<file path="src/logic/abc_pkg.sv">
// Package of constants and carrier types for the address break comparator
// ==========================================================================
package abc_pkg;

    // ======================================================================
    // Register map (one aligned word each)
    localparam logic [3:0]  ADDR_CONTROL  = 4'h0;
    localparam logic [3:0]  ADDR_STATUS   = 4'h4;
    localparam logic [3:0]  ADDR_BRK_ADDR = 4'h8;
    localparam logic [3:0]  ADDR_BRK_DATA = 4'hC;

    // ======================================================================
    // Field positions and reset values
    localparam int          CTL_POST_RET  = 7;
    localparam int          CTL_CSEL_LSB  = 5;
    localparam int          CTL_ACMP_LSB  = 2;
    localparam int          CTL_DCMP_LSB  = 0;
    localparam int          STS_FLAG      = 7;
    localparam int          STS_ENABLE    = 6;
    localparam logic [7:0]  CONTROL_RESET = 8'h80;
    localparam logic [5:0]  STS_RSVD_VAL  = 6'h3F;
    localparam logic [15:0] BRK_ADDR_RST  = 16'hFFFF;
    localparam logic [15:0] BRK_DATA_INIT = 16'h0000;
    localparam logic [1:0]  RESP_OKAY     = 2'h0;
    localparam logic [1:0]  RESP_SLVERR   = 2'h2;

    // ======================================================================
    // Encodings
    typedef enum logic [1:0] {
        CSEL_FETCH = 2'b00,
        CSEL_READ  = 2'b01,
        CSEL_WRITE = 2'b10,
        CSEL_RW    = 2'b11
    } abc_csel_t;

    typedef enum logic [1:0] {
        DCMP_NONE = 2'b00,
        DCMP_LOW  = 2'b01,
        DCMP_HIGH = 2'b10,
        DCMP_FULL = 2'b11
    } abc_dcmp_t;

    // ======================================================================
    // One CPU bus cycle as seen by the comparator
    typedef struct packed {
        logic        valid;    // Cycle completes this clock
        logic        fetch;    // Instruction execution cycle
        logic        write;    // Data write (else read)
        logic        word;     // Word access
        logic        io8;      // Target is 8-bit register space
        logic [15:0] addr;
        logic [15:0] data;
    } abc_cycle_t;

    typedef struct packed {
        logic [7:0]  control;
        logic [15:0] brk_addr;
        logic [15:0] brk_data;
    } abc_cfg_t;

endpackage

</file>
<file path="src/logic/abc_axil.sv">
// AXI4-Lite slave front end producing single-cycle register strobes
`timescale 1ns/1ps
module abc_axil (
    input  wire logic        clk,
    input  wire logic        rst_n,
    input  wire logic [3:0]  awaddr,
    input  wire logic        awvalid,
    output logic             awready,
    input  wire logic [31:0] wdata,
    input  wire logic [3:0]  wstrb,
    input  wire logic        wvalid,
    output logic             wready,
    output logic             bvalid,
    input  wire logic        bready,
    input  wire logic [3:0]  araddr,
    input  wire logic        arvalid,
    output logic             arready,
    output logic             rvalid,
    input  wire logic        rready,
    output logic             wr_stb,
    output logic [3:0]       wr_addr,
    output logic [31:0]      wr_data,
    output logic [3:0]       wr_strb,
    output logic             rd_stb,
    output logic [3:0]       rd_addr
);
    typedef struct packed {
        logic        aw_have;
        logic        w_have;
        logic [3:0]  aw;
        logic [31:0] wd;
        logic [3:0]  ws;
        logic        bv;
        logic        rv;
        logic        aw_rdy;   // Registered readies, high when free
        logic        w_rdy;
        logic        ar_rdy;
    } abc_bus_state_t;

    abc_bus_state_t st;
    abc_bus_state_t next_st;

    // Address and data captured in either order, write fires once both held
    always_comb begin
        next_st = st;
        if (awvalid && awready) begin
            next_st.aw_have = 1'b1;
            next_st.aw      = awaddr;
        end
        if (wvalid && wready) begin
            next_st.w_have = 1'b1;
            next_st.wd     = wdata;
            next_st.ws     = wstrb;
        end
        if (st.aw_have && st.w_have) begin
            next_st.aw_have = 1'b0;
            next_st.w_have  = 1'b0;
            next_st.bv      = 1'b1;
        end
        if (st.bv && bready) begin
            next_st.bv = 1'b0;
        end
        if (arvalid && arready) begin
            next_st.rv = 1'b1;
        end else if (st.rv && rready) begin
            next_st.rv = 1'b0;
        end
        // Readies kept as flops so the top ports come straight from registers
        next_st.aw_rdy = !next_st.aw_have && !next_st.bv;
        next_st.w_rdy  = !next_st.w_have && !next_st.bv;
        next_st.ar_rdy = !next_st.rv;
    end

    always_ff @(posedge clk or negedge rst_n) begin
        if (!rst_n) begin
            st        <= '0;
            st.aw_rdy <= 1'b1;
            st.w_rdy  <= 1'b1;
            st.ar_rdy <= 1'b1;
        end else begin
            st <= next_st;
        end
    end

    assign awready = st.aw_rdy;
    assign wready  = st.w_rdy;
    assign bvalid  = st.bv;
    assign arready = st.ar_rdy;
    assign rvalid  = st.rv;
    assign wr_stb  = st.aw_have && st.w_have;
    assign wr_addr = st.aw;
    assign wr_data = st.wd;
    assign wr_strb = st.ws;
    assign rd_stb  = arvalid && arready;
    assign rd_addr = araddr;
endmodule

</file>
<file path="src/logic/abc_match.sv">
// Combinational break condition matcher
`timescale 1ns/1ps
module abc_match (
    input  wire abc_pkg::abc_cycle_t cyc,
    input  wire abc_pkg::abc_cfg_t   cfg,
    output logic                     hit
);
    // Mask of compared upper address bits; 1XX treated as full compare
    function automatic logic [15:0] addr_mask(input logic [2:0] sel);
        unique case (sel)
            3'b001:  addr_mask = 16'hFFF0;
            3'b010:  addr_mask = 16'hFF00;
            3'b011:  addr_mask = 16'hF000;
            default: addr_mask = 16'hFFFF;
        endcase
    endfunction

    logic [1:0]  csel;
    logic [1:0]  dcmp;
    logic        type_ok;
    logic        addr_ok;
    logic        data_ok;
    logic        upper_lane;

    // Break condition evaluated on one cycle only
    always_comb begin
        csel = cfg.control[abc_pkg::CTL_CSEL_LSB +: 2];
        dcmp = cfg.control[abc_pkg::CTL_DCMP_LSB +: 2];
        unique case (abc_pkg::abc_csel_t'(csel))
            abc_pkg::CSEL_FETCH: type_ok = cyc.fetch;
            abc_pkg::CSEL_READ:  type_ok = !cyc.fetch && !cyc.write;
            abc_pkg::CSEL_WRITE: type_ok = !cyc.fetch && cyc.write;
            abc_pkg::CSEL_RW:    type_ok = !cyc.fetch;
        endcase
        addr_ok = ((cyc.addr ^ cfg.brk_addr)
                   & addr_mask(cfg.control[abc_pkg::CTL_ACMP_LSB +: 3])) == 16'h0000;
        // Bytes and 8-bit register space use upper lane; io8 words arrive split
        upper_lane = !cyc.word || cyc.io8 || !cyc.addr[0];
        // Lane compare against high or low break byte
        unique case (abc_pkg::abc_dcmp_t'(dcmp))
            abc_pkg::DCMP_NONE: data_ok = 1'b1;
            abc_pkg::DCMP_LOW:  data_ok = !upper_lane
                                && cyc.data[7:0] == cfg.brk_data[7:0];
            abc_pkg::DCMP_HIGH: data_ok = upper_lane
                                && cyc.data[15:8] == cfg.brk_data[15:8];
            abc_pkg::DCMP_FULL: data_ok = cyc.data == cfg.brk_data;
        endcase
        hit = cyc.valid && type_ok && addr_ok && data_ok;
    end
endmodule

</file>
<file path="src/logic/abc_top.sv">
// Address break comparator: registers, flag logic and return masking
//
// Added by the designer: the register addresses and the AXI4-Lite slave port.
`timescale 1ns/1ps
module abc_top (
    input  wire logic        REF_CLK,
    input  wire logic        RSTN,
    // AXI4-Lite register port
    input  wire logic [3:0]  S_AXI_AWADDR,
    input  wire logic        S_AXI_AWVALID,
    output logic             S_AXI_AWREADY,
    input  wire logic [31:0] S_AXI_WDATA,
    input  wire logic [3:0]  S_AXI_WSTRB,
    input  wire logic        S_AXI_WVALID,
    output logic             S_AXI_WREADY,
    output logic [1:0]       S_AXI_BRESP,
    output logic             S_AXI_BVALID,
    input  wire logic        S_AXI_BREADY,
    input  wire logic [3:0]  S_AXI_ARADDR,
    input  wire logic        S_AXI_ARVALID,
    output logic             S_AXI_ARREADY,
    output logic [31:0]      S_AXI_RDATA,
    output logic [1:0]       S_AXI_RRESP,
    output logic             S_AXI_RVALID,
    input  wire logic        S_AXI_RREADY,
    // CPU core buses (same clock)
    input  wire logic        CPU_CYC_VALID,
    input  wire logic        CPU_CYC_FETCH,
    input  wire logic        CPU_CYC_WRITE,
    input  wire logic        CPU_CYC_WORD,
    input  wire logic        CPU_CYC_IO8,
    input  wire logic [15:0] CPU_ADDR,
    input  wire logic [15:0] CPU_DATA,
    input  wire logic        CPU_RETURN_DONE,
    input  wire logic        CPU_INSN_DONE,
    // Requests to the CPU
    output logic             BREAK_IRQ,
    output logic             POST_RETURN_MASK
);
    // ======================================================================
    // State
    typedef struct packed {
        logic [7:0]  control;
        logic [15:0] brk_addr;
        logic [15:0] brk_data;
        logic        flag;
        logic        enable;
        logic        flag_seen;   // Flag read as one since last clear
        logic        irq;
        logic        ret_mask;
        logic [31:0] rdata;
        logic [1:0]  rresp;
        logic [1:0]  bresp;
    } abc_state_t;

    abc_state_t st;
    abc_state_t next_st;

    logic        wr_stb;
    logic [3:0]  wr_addr;
    logic [31:0] wr_data;
    logic [3:0]  wr_strb;
    logic        rd_stb;
    logic [3:0]  rd_addr;
    logic        hit;
    abc_pkg::abc_cycle_t cyc;
    abc_pkg::abc_cfg_t   cfg;

    // ======================================================================
    // Bus front end
    abc_axil u_axil (
        .clk     (REF_CLK),
        .rst_n   (RSTN),
        .awaddr  (S_AXI_AWADDR),
        .awvalid (S_AXI_AWVALID),
        .awready (S_AXI_AWREADY),
        .wdata   (S_AXI_WDATA),
        .wstrb   (S_AXI_WSTRB),
        .wvalid  (S_AXI_WVALID),
        .wready  (S_AXI_WREADY),
        .bvalid  (S_AXI_BVALID),
        .bready  (S_AXI_BREADY),
        .araddr  (S_AXI_ARADDR),
        .arvalid (S_AXI_ARVALID),
        .arready (S_AXI_ARREADY),
        .rvalid  (S_AXI_RVALID),
        .rready  (S_AXI_RREADY),
        .wr_stb  (wr_stb),
        .wr_addr (wr_addr),
        .wr_data (wr_data),
        .wr_strb (wr_strb),
        .rd_stb  (rd_stb),
        .rd_addr (rd_addr)
    );

    // ======================================================================
    // Comparator
    assign cyc = '{valid: CPU_CYC_VALID, fetch: CPU_CYC_FETCH, write: CPU_CYC_WRITE,
                   word: CPU_CYC_WORD, io8: CPU_CYC_IO8, addr: CPU_ADDR, data: CPU_DATA};
    assign cfg = '{control: st.control, brk_addr: st.brk_addr, brk_data: st.brk_data};

    abc_match u_match (
        .cyc (cyc),
        .cfg (cfg),
        .hit (hit)
    );

    // Status byte with reserved bits tied high
    function automatic logic [7:0] status_byte(input logic flag, input logic en);
        status_byte = {flag, en, abc_pkg::STS_RSVD_VAL};
    endfunction

    function automatic logic addr_known(input logic [3:0] a);
        addr_known = a == abc_pkg::ADDR_CONTROL || a == abc_pkg::ADDR_STATUS
                     || a == abc_pkg::ADDR_BRK_ADDR || a == abc_pkg::ADDR_BRK_DATA;
    endfunction

    // ======================================================================
    // Next state
    always_comb begin
        next_st = st;
        // Register reads; reading flag as one arms the clear
        if (rd_stb) begin
            next_st.rresp = addr_known(rd_addr) ? abc_pkg::RESP_OKAY
                                                : abc_pkg::RESP_SLVERR;
            unique case (rd_addr)
                abc_pkg::ADDR_CONTROL:  next_st.rdata = {24'h000000, st.control};
                abc_pkg::ADDR_STATUS: begin
                    next_st.rdata = {24'h000000, status_byte(st.flag, st.enable)};
                    if (st.flag) begin
                        next_st.flag_seen = 1'b1;
                    end
                end
                abc_pkg::ADDR_BRK_ADDR: next_st.rdata = {16'h0000, st.brk_addr};
                abc_pkg::ADDR_BRK_DATA: next_st.rdata = {16'h0000, st.brk_data};
                default:                next_st.rdata = 32'h00000000;
            endcase
        end
        // Register writes, byte lanes honoured for the 16-bit registers
        if (wr_stb) begin
            next_st.bresp = addr_known(wr_addr) ? abc_pkg::RESP_OKAY
                                                : abc_pkg::RESP_SLVERR;
            unique case (wr_addr)
                abc_pkg::ADDR_CONTROL: begin
                    if (wr_strb[0]) begin
                        next_st.control = wr_data[7:0];
                    end
                end
                abc_pkg::ADDR_STATUS: begin
                    if (wr_strb[0]) begin
                        next_st.enable = wr_data[abc_pkg::STS_ENABLE];
                        // Zero write clears only after a read of one
                        if (!wr_data[abc_pkg::STS_FLAG] && st.flag_seen) begin
                            next_st.flag      = 1'b0;
                            next_st.flag_seen = 1'b0;
                        end
                    end
                end
                abc_pkg::ADDR_BRK_ADDR: begin
                    if (wr_strb[0]) begin
                        next_st.brk_addr[7:0] = wr_data[7:0];
                    end
                    if (wr_strb[1]) begin
                        next_st.brk_addr[15:8] = wr_data[15:8];
                    end
                end
                abc_pkg::ADDR_BRK_DATA: begin
                    if (wr_strb[0]) begin
                        next_st.brk_data[7:0] = wr_data[7:0];
                    end
                    if (wr_strb[1]) begin
                        next_st.brk_data[15:8] = wr_data[15:8];
                    end
                end
                default: begin
                end
            endcase
        end
        // Hardware set wins over a same-cycle clear
        if (hit) begin
            next_st.flag = 1'b1;
        end
        // Request ignores the CPU global mask; CPU takes it at insn end
        next_st.irq = next_st.flag && next_st.enable;
        // Mask after return until one more instruction retires
        if (CPU_RETURN_DONE && !st.control[abc_pkg::CTL_POST_RET]) begin
            next_st.ret_mask = 1'b1;
        end else if (CPU_INSN_DONE) begin
            next_st.ret_mask = 1'b0;
        end
    end

    // ======================================================================
    // Registers; break data reset value is don't-care, zero keeps it known
    always_ff @(posedge REF_CLK or negedge RSTN) begin
        if (!RSTN) begin
            st          <= '0;
            st.control  <= abc_pkg::CONTROL_RESET;
            st.brk_addr <= abc_pkg::BRK_ADDR_RST;
            st.brk_data <= abc_pkg::BRK_DATA_INIT;
        end else begin
            st <= next_st;
        end
    end

    // ======================================================================
    // Outputs
    assign S_AXI_BRESP      = st.bresp;
    assign S_AXI_RDATA      = st.rdata;
    assign S_AXI_RRESP      = st.rresp;
    assign BREAK_IRQ        = st.irq;
    assign POST_RETURN_MASK = st.ret_mask;
endmodule

</file>
<file path="config.mk">
export PLATFORM = sky130hd
export DESIGN_NAME = abc_top
export DESIGN_NICKNAME = d
export VERILOG_FILES = /design/src/logic/abc_pkg.sv /design/src/logic/abc_axil.sv /design/src/logic/abc_match.sv /design/src/logic/abc_top.sv
export SDC_FILE = /design/constraint.sdc
export NUM_CORES = 1
export LEC_CHECK = 0
export BUFFER_PORTS_ARGS = -buffer_cell sky130_fd_sc_hd__clkbuf_2
export CORE_MARGIN = 1.5
export CORE_UTILIZATION = 55
export DETAILED_ROUTE_END_ITERATION = 8
export GPL_TIMING_DRIVEN = 0
export HOLD_SLACK_MARGIN = 0.1
export PLACE_DENSITY = 0.88
export SYNTH_ARGS = -nofsm -noshare
export SYNTH_HDL_FRONTEND = slang
export SYNTH_HIERARCHICAL = 1
export SYNTH_SLANG_ARGS = --single-unit
</file>
<file path="constraint.sdc">
create_clock -name REF_CLK -period 2.14 [get_ports REF_CLK]
set_input_delay 0.214 -clock REF_CLK [delete_from_list [all_inputs] [get_ports REF_CLK]]
set_output_delay 0.214 -clock REF_CLK [all_outputs]
set_load 0.01 [all_outputs]
</file>
Word-level counts from Yosys, hierarchy flattened:

Cells that the tools add are included.

* mux-type cells: 24
* bitwise gates (word level): 2
* reduce and logical (&&, ||, !) cells: 48
* equality and inequality tests: 18

Operator list (number)
* case mux 16 bit (4 select lines): 1
* case mux 12 bit (3 select lines): 1
* logical AND 1 bit: 18
* AND 16 bit: 1
* equality test 16 bit: 1
* equality test 4 bit, second input constant: 4
* equality test 8 bit: 2
* logical NOT 16 bit: 1
* bitwise XOR 16 bit: 1
* AND reduction 3 bit: 5
* 2-to-1 mux 1 bit: 14
* logical NOT 1 bit: 11
* 2-to-1 mux 3 bit: 3
* equality test 2 bit, second input constant: 4
* equality test 4 x 3 -> 1 bit, second input constant: 2
* logical NOT 4 bit: 2
* logical OR 1 bit: 8
* case mux 1 bit (4 select lines): 2
* equality test 3 x 2 -> 1 bit, second input constant: 2
* 2-to-1 mux 2 bit: 3
* equality test 2 x 1 -> 1 bit, second input constant: 2
* logical NOT 2 bit: 2
* equality test 3 x 1 -> 1 bit, second input constant: 1
* nonzero test 2 bit: 1

* logic and storage cells: 115
* output and inout port bits: 43
* input port bits: 90
* bits in registers: 110

Depth between registers and ports, before layout:

* word-level depth: 9
* gate-level depth with buffers: 9
* depth with buffers taken out: 9

Modules after synthesis:

Netlist, hierarchy kept.

Modules (own cells, without submodules)
* abc_top: area each 3079.2 sq um, cells each 254, times used 1, seq. area each 1597.8 sq um
* abc_axil: area each 2264.7 sq um, cells each 154, times used 1, seq. area each 1179.9 sq um
* abc_match: area each 508.0 sq um, cells each 61, times used 1, seq. area each 0.0 sq um

Worst setup path after synthesis:

No wires, ideal clock.

* kind: register to register
* start point: register u_axil.st, in the netlist u_axil/arready
* end point: register st[38] (netlist bit)
* cell stages (with the launch flop): 8
* required time: 2075 ps
* setup time: 65 ps
* period minus slack after synthesis: 1749 ps
* path buffers: 2
* setup slack: 391 ps
* arrival time: 1684 ps
* cells stage by stage: dfstp_2 > nand2_1 > inv_1 > buf_2 > or3b_2 > buf_2 > nor3_1 > o22a_1

RTL lines
* from (decl): line abc_axil.sv:40 `abc_bus_state_t st;`
* from (signal assigned): line abc_axil.sv:81 `st <= next_st;`
* to (signal assigned): line abc_top.sv:202 `st <= next_st;`
* to (decl): line abc_top.sv:56 `abc_state_t st;`

==> results <==
- Once routing completed, OpenROAD measured the worst setup slack at between 0.1 and 0.15 ns.
- The mean cell area of the mapped netlist is 12.1 um2.
- Row generation in the floorplan step produced 34 rows.
- The detailed router finished its first iteration with 104 violations.
- The routed design has 10.5 mm of wire.
- Measured in cells, the most critical reg-to-reg path has a length of 6.
- The boundary pin count is 133.
- For this run, design rule violations remaining after detail routing come to 0.
- Setup repair after global routing left no endpoint under its margin.
- At the later pin of the worst-skew pair, clock insertion delay measures 0.36 ns.
- The final estimated routing congestion in global placement is 0.900.
- The post-route clock period utilization is between 90% and 100%.
- The total routing usage reported by global routing is approximately 23%.
- The top cell types in the final layout, fill and taps aside, are 92 x clkbuf_2, 72 x dfrtp_1, 63 x buf_4, 54 x mux2_2, 28 x dlygate4sd3_1.
- The required time at the endpoint of the critical path is 2.41 ns.
- In this run the tightest slew margin relative to its limit is 66.1%.
- Fill cells in the final layout number 620.
- The startpoint of the most critical hold path is S_AXI_ARVALID.
- The sum of overflow across all layers after global routing is 0.
- Once placement completed, the tool counted placed cells totaling 632.
- The slew at the pin with the worst max-slew slack is between 0.5 and 0.6 ns.
- STA classifies the critical path endpoint as a register.
- In this run the static leakage power is ~3.1 nW.
- The end of the worst register-to-register path is BREAK_IRQ.
- The setup TNS is 0 ns.
- The pin count of the biggest net entering global routing is 59.
- The setup check on the worst reg-to-reg path leaves a slack of 0.13 ns.
- Detailed routing inserted a total of 3408 vias.
- Along the worst path, the maximum fanout reaches 3.
- The final setup violation count is 0.
- The power per cell area is 1060 mW/mm2.
- The worst hold path passes through 3 cells.
- The start-to-end type of the worst setup path is reg2reg.
- The launch instance of the worst register-to-register path is cfg[26].
- The mean number of vias per cell is around 5.
- The number of antenna violations at the first check in global routing came to 0.
- The clock tree synthesis step divided the H-tree into 3 levels.
- The clock-pin transition on the worst setup and hold timing paths is 0.09 ns.
- The final hold violation count was 0.
- The cell area after synthesis is 0.00500 mm2.
- The design draws roughly 6.6 mW.
- The worst-case IR drop observed on VDD is about 0.69 mV.
- The setup skew after layout is around 0.010 ns.
- The worst setup slack after placement is 0.147 ns.
- STA classifies the critical path startpoint as a register.
- Max-cap violations in this run came to 0.
- The worst path needs 2.01 ns of the cycle, external delays included.
- The tree built by TritonCTS fans out to 92 sinks.
- The cell chosen for the clock root is clkbuf_8.
- The most frequent standard cell in the layout excluding fill and tap cells is clkbuf_2.
- The final net count is 657.
- The area growth from synthesis to layout is 24.3%.
- The clock tree from TritonCTS is done.
- The count of buffers inserted at the top-level ports is 92.
- In this run the remaining antenna-violating nets after routing total 0.
- Once the floorplan was initialized, standard cells occupied 57.0% of the core.
- The number of max-slew violations in the final report is 0.
- In this run the horizontal extent of the chip is 98.3 um.
- The die covers ~0.0097 mm2.
- The via count of the first global-routing pass is roughly 3500.
- The core area is 0.00876 mm2.
- For this run, the number of standard cells in the final layout without fillers is 677.
- Data on the critical path arrives at its endpoint at 2.27 ns.
- The number of buffers created by CTS is 9.
- Dividing the detail-routed wire length by the instance count gives 15.5 um.
- The clock passes through at most 2 buffers.
- The first TritonRoute pass finished after 4 iterations.
- The number of inserted diodes is 0.
- For hold timing, the worst endpoint is u_axil/arready.
- The achievable clock frequency is 499 MHz.
- Counting every instance in the synthesized netlist gives about 410.
- The HPWL after detailed placement is roughly 7.8 mm.
- The share of post-route cells with drive strength above 1 is 50.3%.
- The flow ran to the end, and the final reports show no timing, DRC or antenna violations.
- The count of warnings emitted by yosys is 6.
- The wire length of the first global-routing pass is 17.2 mm.
- The vertical extent of the die is approximately 98 um.
- The worst hold path class is in2reg.
routing by layer:
metal | share of wire, % | wire length, um | vias to the layer above | track usage, %
li1 | - | - | 1644 | -
met1 | 43 | 4480 | 1647 | 29.5
met2 | 50 | 5250 | 100 | 38.5
met3 | 5.1 | 530 | 17 | 5.15
met4 | 1.9 | 195 | 0 | 6.50
met5 | 0 | 0 | - | 0
area by class of cell:
cell class | count | area (um2) | share of cell area (%)
repair buffers | 122 | 778 | 12.5
inverters | 25 | 93.8 | 1.51
plain buffers | 75 | 577 | 9.28
well taps | 108 | 135 | 2.17
clock inverters | 3 | 68.8 | 1.11
clock buffers | 13 | 159 | 2.56
flip-flops and latches | 92 | 2330 | 37.4
multi-input cells | 239 | 2080 | 33.4
worst max-delay path, stage by stage (launching register included):
cell      delay, ns
dfstp_2        0.56
xor2_1         0.07
o41ai_1        0.43
nand4_1        0.25
nor4b_4        0.28
nor4_1         0.11
a211oi_1       0.22
worst max-delay path by stage:
stage	slack (ns)	depth (start not counted)	from	endpoint
finish	0.13	6	cfg[26]	BREAK_IRQ
global route	0.01	9	cfg[37]	BREAK_IRQ
CTS	0.08	4	u_axil/st[45]	cfg[11]
detailed placement	0.15	4	u_axil/st[45]	cfg[14]
global placement	-0.10	1	RSTN	S_AXI_RDATA[11]
floorplan	0.39	7	u_axil/arready	st[38]
report_power, final:
part           switching (mW)  internal [mW]  total [mW]
Combinational           0.924           1.42        2.35
Clock                   0.598          0.726        1.32
Sequential              0.522           2.42        2.94
sequential cells by signal (all words and copies together) (netlist names):
register,flops
u_axil/bvalid,1
u_axil/wready,1
BREAK_IRQ,1
S_AXI_RDATA,16
S_AXI_BRESP,1
cfg,40
POST_RETURN_MASK,1
u_axil/arready,1
u_axil/wr_data,16
u_axil/awready,1
u_axil/rvalid,1
u_axil/wr_addr,4
u_axil/st,2
st,3
u_axil/wr_strb,2
S_AXI_RRESP,1
stage by stage:
stage | cell area [um2] | utilization [%] | hold slack, ns
floorplan | 5060 | - | -0.0816
global placement | 5660 | 64.6 | 0.409
detailed placement | 5690 | 64.9 | 0.238
CTS | 6190 | 70.6 | 0.104
global route | 6210 | 70.9 | 0.119
finish | 6210 | 70.9 | 0.111
repair_timing:
item / 4_1_cts / 5_1_grt
resized for setup: 0 / 2
endpoints found under the setup margin: 0 / 10
endpoints found under the hold margin: 54 / 1
hold buffers: 27 / 1
buffers inserted: 0 / 1
No activity file was read; power rests on OpenSTA's default activity.
